### src/core/rt_timer_pkg.sv
// constants, register map and helpers for the real-time timer/counter
package rt_timer_pkg;
  // file register addresses
  localparam logic [7:0] ADDR_CONTROL_STATUS = 8'h05;
  localparam logic [7:0] ADDR_CPU_STATUS = 8'h06;
  localparam logic [7:0] ADDR_INT_STATUS = 8'h07;
  localparam logic [7:0] ADDR_COUNT_LOW = 8'h0b;
  localparam logic [7:0] ADDR_COUNT_HIGH = 8'h0c;

  // reset values
  localparam logic [7:0] RST_CONTROL_STATUS = 8'h00;
  localparam logic [7:0] RST_CPU_STATUS = 8'h30;
  localparam logic [7:0] RST_INT_STATUS = 8'h00;
  localparam logic [7:0] RST_COUNT_BYTE = 8'h00;
  localparam logic [7:0] RST_PRESCALE = 8'h00;

  // control/status field positions
  localparam int CS_RATIO_LSB = 0;
  localparam int CS_RATIO_MSB = 3;
  localparam int CS_CLOCK_SRC_BIT = 5;
  localparam int CS_EDGE_BIT = 6;
  localparam logic [7:0] CS_USED_MASK = 8'h6f;

  // interrupt status and cpu status fields
  localparam int INT_MASK_BIT = 1;
  localparam int INT_FLAG_BIT = 5;
  localparam int CPU_GLOBAL_DISABLE_BIT = 4;

  // instruction cycle: oscillator divided by four
  localparam logic [1:0] PHASE_LAST = 2'd3;
  localparam logic [1:0] PHASE_SAMPLE_A = 2'd1;
  localparam logic [1:0] PHASE_SAMPLE_B = 2'd3;
  localparam logic [3:0] RATIO_CODE_MAX = 4'd8;

  // low bits of the prescaler that must all be ones to pass a source pulse
  function automatic logic [7:0] ratio_mask(input logic [3:0] code);
    logic [8:0] m;
    m = 9'h000;
    if (code > RATIO_CODE_MAX)
    begin
      m = 9'h0ff;
    end
    else
    begin
      m = 9'((9'h001 << code) - 9'h001);
    end
    return m[7:0];
  endfunction
endpackage

### src/core/prescale_if.sv
// signals between the timer control logic and its prescaler
`timescale 1ns/10ps
interface prescale_if;
  import rt_timer_pkg::*;
  logic clear;
  logic timer_mode;
  logic [3:0] ratio_code;
  logic tick;
  logic src_level;
  logic timer_pulse;
  logic prescaler_output;

  modport ctrl (output clear, timer_mode, ratio_code, tick, src_level,
    input timer_pulse, prescaler_output);
  modport pre (input clear, timer_mode, ratio_code, tick, src_level,
    output timer_pulse, prescaler_output);
endinterface

### src/core/core_rt_timer_counter.sv
// real-time 16-bit timer/counter with prescaler and overflow flag
`timescale 1ns/10ps
module core_rt_timer_counter
  import rt_timer_pkg::*;
(
  input wire logic clk_sys_in,
  input wire logic rst_b_in,
  input wire logic [7:0] file_addr_in,
  input wire logic file_wr_in,
  input wire logic [7:0] file_wdata_in,
  input wire logic ext_count_pin_in,
  output logic [7:0] file_rdata_out,
  output logic overflow_irq_out
);
  prescale_if ps ();

  logic [7:0] tick_control_status_q;
  logic [7:0] cpu_status_word_q;
  logic [7:0] interrupt_status_word_q;
  logic [7:0] count_low_q;
  logic [7:0] count_high_q;
  logic [1:0] phase_q;
  logic pin_meta_q;
  logic pin_sync_q;
  logic sample_q;
  logic pend_q;
  logic hold_low_q;
  logic hold_high_q;
  logic tick;
  logic sample_en;
  logic edge_seen;
  logic inc;
  logic timer_mode;
  logic wr_low;
  logic wr_high;
  logic wr_int;
  logic carry_low;
  logic step_low;
  logic step_high;
  logic wrap;
  logic irq_d;

  assign timer_mode = tick_control_status_q[CS_CLOCK_SRC_BIT];
  assign wr_low = file_wr_in && (file_addr_in == ADDR_COUNT_LOW);
  assign wr_high = file_wr_in && (file_addr_in == ADDR_COUNT_HIGH);
  assign wr_int = file_wr_in && (file_addr_in == ADDR_INT_STATUS);

  // instruction clock: one enable pulse every four oscillator cycles
  always_ff @(posedge clk_sys_in or negedge rst_b_in)
  begin
    if (!rst_b_in)
      phase_q <= 2'd0;
    else
      phase_q <= phase_q + 2'd1;
  end
  assign tick = (phase_q == PHASE_LAST);
  assign sample_en = (phase_q == PHASE_SAMPLE_A) || (phase_q == PHASE_SAMPLE_B);

  // two-flop synchroniser for the count pin
  always_ff @(posedge clk_sys_in or negedge rst_b_in)
  begin
    if (!rst_b_in)
    begin
      pin_meta_q <= 1'b0;
      pin_sync_q <= 1'b0;
    end
    else
    begin
      pin_meta_q <= ext_count_pin_in;
      pin_sync_q <= pin_meta_q;
    end
  end

  // prescaler hookup; falling edges become rising by inversion
  assign ps.clear = wr_low || wr_high;
  assign ps.timer_mode = timer_mode;
  assign ps.ratio_code = tick_control_status_q[CS_RATIO_MSB:CS_RATIO_LSB];
  assign ps.tick = tick;
  assign ps.src_level = tick_control_status_q[CS_EDGE_BIT] ? pin_sync_q
    : !pin_sync_q;

  rt_prescaler u_prescaler (
    .clk_sys_in(clk_sys_in),
    .rst_b_in(rst_b_in),
    .ps(ps.pre)
  );

  // prescaler output sampled twice per instruction cycle; starts high like idle source
  always_ff @(posedge clk_sys_in or negedge rst_b_in)
  begin
    if (!rst_b_in)
      sample_q <= 1'b1;
    else if (sample_en)
      sample_q <= ps.prescaler_output;
  end
  assign edge_seen = sample_en && ps.prescaler_output && !sample_q;

  // pending external edge, consumed at the next instruction tick
  always_ff @(posedge clk_sys_in or negedge rst_b_in)
  begin
    if (!rst_b_in)
      pend_q <= 1'b0;
    else if (tick || ps.clear || timer_mode)
      pend_q <= 1'b0;
    else if (edge_seen)
      pend_q <= 1'b1;
  end

  // increment request for this instruction cycle
  always_comb
  begin
    if (timer_mode)
      inc = ps.timer_pulse;
    else
      inc = tick && (pend_q || edge_seen);
  end

  // per-half increment holds after a byte write
  always_ff @(posedge clk_sys_in or negedge rst_b_in)
  begin
    if (!rst_b_in)
    begin
      hold_low_q <= 1'b0;
      hold_high_q <= 1'b0;
    end
    else
    begin
      hold_low_q <= wr_low || (hold_low_q && !tick);
      hold_high_q <= wr_high || (hold_high_q && !tick);
    end
  end

  assign carry_low = (count_low_q == 8'hff);
  assign step_low = inc && !hold_low_q && !wr_low;
  assign step_high = step_low && carry_low && !hold_high_q && !wr_high;
  assign wrap = step_low && step_high && (count_high_q == 8'hff);

  // low count byte
  always_ff @(posedge clk_sys_in or negedge rst_b_in)
  begin
    if (!rst_b_in)
      count_low_q <= RST_COUNT_BYTE;
    else if (wr_low)
      count_low_q <= file_wdata_in;
    else if (step_low)
      count_low_q <= count_low_q + 8'h01;
  end

  // high count byte
  always_ff @(posedge clk_sys_in or negedge rst_b_in)
  begin
    if (!rst_b_in)
      count_high_q <= RST_COUNT_BYTE;
    else if (wr_high)
      count_high_q <= file_wdata_in;
    else if (step_high)
      count_high_q <= count_high_q + 8'h01;
  end

  // control/status and cpu status registers
  always_ff @(posedge clk_sys_in or negedge rst_b_in)
  begin
    if (!rst_b_in)
    begin
      tick_control_status_q <= RST_CONTROL_STATUS;
      cpu_status_word_q <= RST_CPU_STATUS;
    end
    else if (file_wr_in && (file_addr_in == ADDR_CONTROL_STATUS))
      tick_control_status_q <= file_wdata_in & CS_USED_MASK;
    else if (file_wr_in && (file_addr_in == ADDR_CPU_STATUS))
      cpu_status_word_q <= file_wdata_in;
  end

  // interrupt status; a wrap wins over a software clear
  always_ff @(posedge clk_sys_in or negedge rst_b_in)
  begin
    if (!rst_b_in)
      interrupt_status_word_q <= RST_INT_STATUS;
    else
    begin
      if (wr_int)
        interrupt_status_word_q <= file_wdata_in;
      if (wrap)
        interrupt_status_word_q[INT_FLAG_BIT] <= 1'b1;
    end
  end

  // overflow interrupt request, gated by mask and global disable
  assign irq_d = interrupt_status_word_q[INT_FLAG_BIT]
    && interrupt_status_word_q[INT_MASK_BIT]
    && !cpu_status_word_q[CPU_GLOBAL_DISABLE_BIT];
  always_ff @(posedge clk_sys_in or negedge rst_b_in)
  begin
    if (!rst_b_in)
      overflow_irq_out <= 1'b0;
    else
      overflow_irq_out <= irq_d;
  end

  // registered read data; unmapped addresses read zero
  always_ff @(posedge clk_sys_in or negedge rst_b_in)
  begin
    if (!rst_b_in)
      file_rdata_out <= 8'h00;
    else if (file_addr_in == ADDR_CONTROL_STATUS)
      file_rdata_out <= tick_control_status_q;
    else if (file_addr_in == ADDR_CPU_STATUS)
      file_rdata_out <= cpu_status_word_q;
    else if (file_addr_in == ADDR_INT_STATUS)
      file_rdata_out <= interrupt_status_word_q;
    else if (file_addr_in == ADDR_COUNT_LOW)
      file_rdata_out <= count_low_q;
    else if (file_addr_in == ADDR_COUNT_HIGH)
      file_rdata_out <= count_high_q;
    else
      file_rdata_out <= 8'h00;
  end

  property p_wrap_sets_flag;
    @(posedge clk_sys_in) disable iff (!rst_b_in)
    wrap |=> interrupt_status_word_q[INT_FLAG_BIT] && count_low_q == 8'h00
      && count_high_q == 8'h00;
  endproperty
  a_wrap_sets_flag: assert property (p_wrap_sets_flag)
    else $error("wrap did not zero count and set flag");

  property p_flag_sticky;
    @(posedge clk_sys_in) disable iff (!rst_b_in)
    interrupt_status_word_q[INT_FLAG_BIT] && !wr_int
      |=> interrupt_status_word_q[INT_FLAG_BIT];
  endproperty
  a_flag_sticky: assert property (p_flag_sticky)
    else $error("overflow flag cleared without software write");

  property p_mask_blocks;
    @(posedge clk_sys_in) disable iff (!rst_b_in)
    !interrupt_status_word_q[INT_MASK_BIT] |=> !overflow_irq_out;
  endproperty
  a_mask_blocks: assert property (p_mask_blocks)
    else $error("interrupt raised while masked");

  property p_tick_period;
    @(posedge clk_sys_in) disable iff (!rst_b_in)
    tick |=> !tick [*3] ##1 tick;
  endproperty
  a_tick_period: assert property (p_tick_period)
    else $error("instruction tick not every fourth cycle");

  property p_timer_one_to_one;
    @(posedge clk_sys_in) disable iff (!rst_b_in)
    timer_mode && ps.ratio_code == 4'd0 && tick && !hold_low_q && !wr_low
      |=> count_low_q == 8'($past(count_low_q) + 8'h01);
  endproperty
  a_timer_one_to_one: assert property (p_timer_one_to_one)
    else $error("timer 1:1 did not count each instruction cycle");

  property p_hold_low;
    @(posedge clk_sys_in) disable iff (!rst_b_in)
    wr_low ##1 !wr_low |=> count_low_q == $past(count_low_q);
  endproperty
  a_hold_low: assert property (p_hold_low)
    else $error("low byte changed right after its write");

  property p_hold_high_blocks;
    @(posedge clk_sys_in) disable iff (!rst_b_in)
    hold_high_q && tick && !wr_high |=> count_high_q == $past(count_high_q);
  endproperty
  a_hold_high_blocks: assert property (p_hold_high_blocks)
    else $error("high byte stepped in cycle after its write");

  property p_quiet_between_ticks;
    @(posedge clk_sys_in) disable iff (!rst_b_in)
    !tick && !wr_low |=> count_low_q == $past(count_low_q);
  endproperty
  a_quiet_between_ticks: assert property (p_quiet_between_ticks)
    else $error("count moved outside an instruction tick");

  property p_edge_counted;
    @(posedge clk_sys_in) disable iff (!rst_b_in)
    !timer_mode && edge_seen && !ps.clear && !hold_low_q
      ##1 (!ps.clear && !timer_mode) [*2]
      |=> count_low_q != $past(count_low_q, 3);
  endproperty
  a_edge_counted: assert property (p_edge_counted)
    else $error("sampled external edge not counted in time");

  property p_low_write_loads;
    @(posedge clk_sys_in) disable iff (!rst_b_in)
    wr_low |=> count_low_q == $past(file_wdata_in);
  endproperty
  a_low_write_loads: assert property (p_low_write_loads)
    else $error("low count byte did not take written value");

  property p_high_write_loads;
    @(posedge clk_sys_in) disable iff (!rst_b_in)
    wr_high |=> count_high_q == $past(file_wdata_in);
  endproperty
  a_high_write_loads: assert property (p_high_write_loads)
    else $error("high count byte did not take written value");

  property p_carry_into_high;
    @(posedge clk_sys_in) disable iff (!rst_b_in)
    step_low && carry_low && !hold_high_q && !wr_high
      |=> count_high_q == 8'($past(count_high_q) + 8'h01);
  endproperty
  a_carry_into_high: assert property (p_carry_into_high)
    else $error("high byte missed carry from low byte");

  property p_other_half_counts;
    @(posedge clk_sys_in) disable iff (!rst_b_in)
    hold_high_q && tick && inc && !hold_low_q && !wr_low
      |=> count_low_q == 8'($past(count_low_q) + 8'h01);
  endproperty
  a_other_half_counts: assert property (p_other_half_counts)
    else $error("low byte blocked by high byte write hold");

  property p_global_disable_blocks;
    @(posedge clk_sys_in) disable iff (!rst_b_in)
    cpu_status_word_q[CPU_GLOBAL_DISABLE_BIT] |=> !overflow_irq_out;
  endproperty
  a_global_disable_blocks: assert property (p_global_disable_blocks)
    else $error("interrupt raised while globally disabled");

  property p_pend_consumed;
    @(posedge clk_sys_in) disable iff (!rst_b_in)
    tick |=> !pend_q;
  endproperty
  a_pend_consumed: assert property (p_pend_consumed)
    else $error("pending edge survived an instruction tick");
endmodule

### src/core/rt_prescaler.sv
// 8-bit prescaler: divides instruction ticks or external edges
`timescale 1ns/10ps
module rt_prescaler
  import rt_timer_pkg::*;
(
  input wire logic clk_sys_in,
  input wire logic rst_b_in,
  prescale_if.pre ps
);
  logic [7:0] cnt_q;
  logic src_prev_q;
  logic src_rise;
  logic [7:0] mask;

  assign mask = ratio_mask(ps.ratio_code);
  assign src_rise = ps.src_level && !src_prev_q;

  // previous level of the selected source; resets high like the idle source
  always_ff @(posedge clk_sys_in or negedge rst_b_in)
  begin
    if (!rst_b_in)
      src_prev_q <= 1'b1; // no false edge straight after reset
    else
      src_prev_q <= ps.src_level;
  end

  // divider state, cleared by any count byte write
  always_ff @(posedge clk_sys_in or negedge rst_b_in)
  begin
    if (!rst_b_in)
      cnt_q <= RST_PRESCALE;
    else if (ps.clear)
      cnt_q <= RST_PRESCALE;
    else if (ps.timer_mode ? ps.tick : src_rise)
      cnt_q <= cnt_q + 8'h01;
  end

  // timer mode: pass one tick in every 2^code, codes above 8 as one in 256
  assign ps.timer_pulse = ps.tick && ((cnt_q & mask) == mask);

  // counter mode: symmetrical divided level, or the selected source level itself at 1:1
  always_comb
  begin
    if (ps.ratio_code == 4'd0)
      ps.prescaler_output = ps.src_level;
    else if (ps.ratio_code > RATIO_CODE_MAX)
      ps.prescaler_output = cnt_q[7];
    else
      ps.prescaler_output = cnt_q[3'(ps.ratio_code - 4'd1)];
  end

  property p_clear_zero;
    @(posedge clk_sys_in) disable iff (!rst_b_in)
    ps.clear |=> cnt_q == 8'h00;
  endproperty
  a_clear_zero: assert property (p_clear_zero)
    else $error("prescaler not cleared after count write");
endmodule

### config.mk
export PLATFORM = sky130hd
export DESIGN_NAME = core_rt_timer_counter
export DESIGN_NICKNAME = d
export VERILOG_FILES = /design/src/core/rt_timer_pkg.sv /design/src/core/prescale_if.sv /design/src/core/core_rt_timer_counter.sv /design/src/core/rt_prescaler.sv
export SDC_FILE = /design/constraint.sdc
export NUM_CORES = 1
export LEC_CHECK = 0
export ABC_AREA = 0
export BUFFER_PORTS_ARGS = -buffer_cell sky130_fd_sc_hd__buf_2
export CAP_MARGIN = 10
export CORE_MARGIN = 1
export CORE_UTILIZATION = 40
export CTS_CLUSTER_SIZE = 28
export DETAILED_ROUTE_END_ITERATION = 12
export GPL_TIMING_DRIVEN = 0
export PLACE_DENSITY = 0.65
export SYNTH_ARGS = -nofsm -noshare
export SYNTH_HDL_FRONTEND = slang
export SYNTH_SLANG_ARGS = --single-unit
### constraint.sdc
create_clock -name clk_sys_in -period 3.75 [get_ports clk_sys_in]
set_input_delay 0.75 -clock clk_sys_in [delete_from_list [all_inputs] [get_ports clk_sys_in]]
set_output_delay 0.75 -clock clk_sys_in [all_outputs]
set_load 0.05 [all_outputs]
==> flow_summary_export.csv <==
group,metric,value,unit
status,status,"finished, final reports clean",
route,via_per_inst,5.79,
logic_synthesis,synthTopCellsByArea,"dfrtp_1, mux2_2, ha_1, dfstp_2, nor2_1",
cells_and_area,layout.nets,424,
cells_and_area,final_cell_mix,"dfrtp_1, buf_2, nor2_1",
global_routing,first_global_vias,2733,
sta,fin_tns_setup,0,ns
sta,final_period_minus_worst_setup_slack,3.42,ns
route,drt-pass1-iter-count,4,
placement,final_weighted_congestion_in_routability_driven_placement,0.920,
logic_synthesis,post_synth_edffs,0,
global_routing,global_route_wire_length_before_repair,14.5,mm
floorplan,die_height,96.6,um
sta,finClkSkew,0.0105,ns
placement,place_worst_setup_slack,0.399,ns
worst_setup_path,critical_path.max_stage_delay,0.53,ns
global_routing,overflow,0,
logic_synthesis,ys_seq_area_share,44.9,%
logic_synthesis,synth-main-ff-cell,"dfrtp_1",
worst_setup_path,timing.critical_path.from_type,"flop",
worst_setup_path,worst_setup_path_end_kind,"flop",
cts,tritoncts,"done",
route,ant_nets,0,
power,peakVddDrop,0.000207,V
route,drc,0,
worst_hold_path,hold_class,"flop to flop",
global_routing,antenna_found_initial,0,
cts,cts_hold_buf,0,
cells_and_area,fin_area,4080,sq um
cells_and_area,layout_commonest_cell,"dfrtp_1",
worst_setup_path,critPathMostFrequentCell,"ha_1",
cells_and_area,syn2layout_area_growth,14.0,%
logic_synthesis,synth_top_area_share,42.0,%
floorplan,starting_utilization_of_the_core_area,41.2,%
worst_setup_path,r2r.worst_path.cells,12,
placement,portBuffers,27,
cts,clkTransAtPathRegs,0.08,ns
sta,setup_viol,0,
route,routed_wirelength,9.02,mm
worst_setup_path,cp.depth,12,
route,first_iter_violations,184,
route,wl_per_cell,17.8,um
cts,clock_tree.htree_level_count,3,
sta,slew_headroom,39.9,%
cts,worst_skew_pair.late_latency,0.35,ns
sta,hold-worst-slack,0.352,ns
sta,fmax,293,MHz
worst_setup_path,crit_family,"compound AO/OA/AOI/OAI gates",
worst_setup_path,required,4.01,ns
power,power_total,2.00,mW
sta,fin_crit_sh,91.1,%
sta,finalMaxSlewViolations,0,
power,p_leak,1.82,nW
cells_and_area,share_of_cells_above_drive_strength_1,21.4,%
cells_and_area,finalCoreUtilization,47.0,%
sta,timing.final.ws_setup,0.332,ns
cts,clkSinkCount,64,
floorplan,design.die.area,9330,sq um
logic_synthesis,synthesis.instances,355,
floorplan,core,8680,sq um
logic_synthesis,flip_flop_and_latch_count_after_synthesis,64,
logic_synthesis,synth.distinct_cells,62,
logic_synthesis,ys.warnings.count,0,
cells_and_area,seqCellArea,1610,sq um
placement,post-dp-hpwl,6.40,mm
worst_setup_path,cp_data_arrival_time,3.68,ns
placement,numPlacedInstances,490,
placement,placement.cell_area,3850,sq um
logic_synthesis,post_synth.cell_area_avg,10.1,sq um
cts,post_cts.resized_instances,0,
worst_hold_path,worst_hold_path.num_cells,0,
worst_setup_path,critPathSlowestCell,"dfrtp_1",
logic_synthesis,synth_area_leader,"dfrtp_1",
sta,setup_repair_after_global_routing_missed_its_margin,"no",
flow_run,cap_violations,0,
cells_and_area,multi_input_comb_area,1810,sq um
route,via_count,2930,
floorplan,io_pins,29,
cts,postCtsSetupBuffers,0,
floorplan,chipWidth,96.6,um
worst_setup_path,timing.critical_path.fanout_max,10,
logic_synthesis,synth-async-reset-ratio,100,%
sta,worst-slew-pin-transition,0.879,ns
logic_synthesis,synth_area,3580,sq um
cts,cts_max_path_buffers,2,
sta,report.final.hold_viol_count,0,
global_routing,grt_start_max_net_pins,65,
cts,clockRootBuffer,"clkbuf_8",
worst_setup_path,class_of_the_most_critical_setup_path,"flop to flop",
global_routing,groute.usage.overall,20.9,%
logic_synthesis,mappedNetlistNets,386,
cells_and_area,fillerInstances,808,
worst_setup_path,cp_cell_sequence,"inv_1 -> ha_1 -> buf_4 -> nand2_1 -> ha_1 -> nor4b_2 -> nor4_1 -> a31o_1 -> o41a_1 -> buf_6 -> or4b_1 -> a31oi_1",
floorplan,num_rows,34,
cells_and_area,final_cells,506,
cts,tritoncts.num_buffers,9,
worst_setup_path,critPathBufInv,3,
cells_and_area,antenna_cells_inserted,0,
power,cellPowerDensity,491,nW/um^2
cells in the mapped netlist (2+ instances only):
library cell  count
nand3b_1          3
buf_6             3
mux4_2            2
buf_2             3
nand2b_1          3
nor2_1           28
o21ai_1           2
o211ai_1          4
a22oi_1           2
nand3_1          14
dfstp_2           4
nand4_1           5
or2_2             2
xor2_1            6
a221o_1           4
nor2b_1           4
mux2i_1           7
a31oi_1          16
inv_1            18
xnor2_1           4
a222oi_1          2
ha_1             11
or3_1             4
a21oi_1           8
and3_1            9
nand2_1          25
o31ai_1          10
o21ai_0          13
or4_1            14
nor3_1            5
nor4_1            3
clkbuf_1          9
mux2_2           20
dfrtp_1          60
flip-flops by register name, indices dropped and copies added (netlist names), 2 cells and up:
register                 flops
phase_q                      2
interrupt_status_word_q      8
tick_control_status_q        6
count_high_q                 8
file_rdata_out               8
cpu_status_word_q            8
count_low_q                  8
u_prescaler.cnt_q            8
kinds of logic (layout without fill, tap and decap cells):
logic type / after synthesis / after routing / synth area share, %
simple gates: 128 / 128 / 19.4
flops: 64 / 64 / 44.9
fa+ha+maj: 11 / 11 / 3.85
buf+inv: 35 / 78 / 4.51
mux: 29 / 29 / 9.51
xor+xnor: 10 / 10 / 2.45
compound gates: 78 / 78 / 15.4
worst reg2reg max path: cells and delay by family (launching register included):
| kind | cells | cell delay, ns |
|---|---|---|
| compound gates | 3 | 0.92 |
| simple gates | 4 | 0.87 |
| flops | 1 | 0.53 |
| buf+inv | 3 | 0.53 |
| fa+ha+maj | 2 | 0.50 |
per-layer routing:
layer / track usage, % / part of all wire [%] / vias to the layer above
li1: - / - / 1400
met1: 29.6 / 47 / 1422
met2: 30.8 / 45 / 92
met3: 5.40 / 6.5 / 16
met4: 7.11 / 1.6 / 0
met5: 0 / 0 / -
path summary, 6_finish.rpt:
kind	to	slack, ns	from
min	pin_sync_q	0.35	pin_meta_q
max	count_low_q[6]	0.33	tick_control_status_q[0]
min reg2reg	pin_sync_q	0.35	pin_meta_q
max reg2reg	count_low_q[6]	0.33	tick_control_status_q[0]
max in group asynchronous	u_prescaler.cnt_q[2]	2.72	rst_b_in
min in group asynchronous	file_rdata_out[4]	0.49	rst_b_in
area by class of cell:
class / count / share of cell area, %
inverter: 18 / 1.66
multi-input combinational: 256 / 44.4
clock inverter: 7 / 2.52
sequential: 64 / 39.4
timing repair buffer: 27 / 3.38
tap: 108 / 3.31
clock buffer: 9 / 3.04
buffer: 17 / 2.30
where the power goes:
group | total [mW] | internal (mW) | switching (mW)
sequential | 0.962 | 0.800 | 0.162
combinational | 0.357 | 0.171 | 0.186
clock | 0.682 | 0.381 | 0.301
Power figures use the tool's default switching activity.
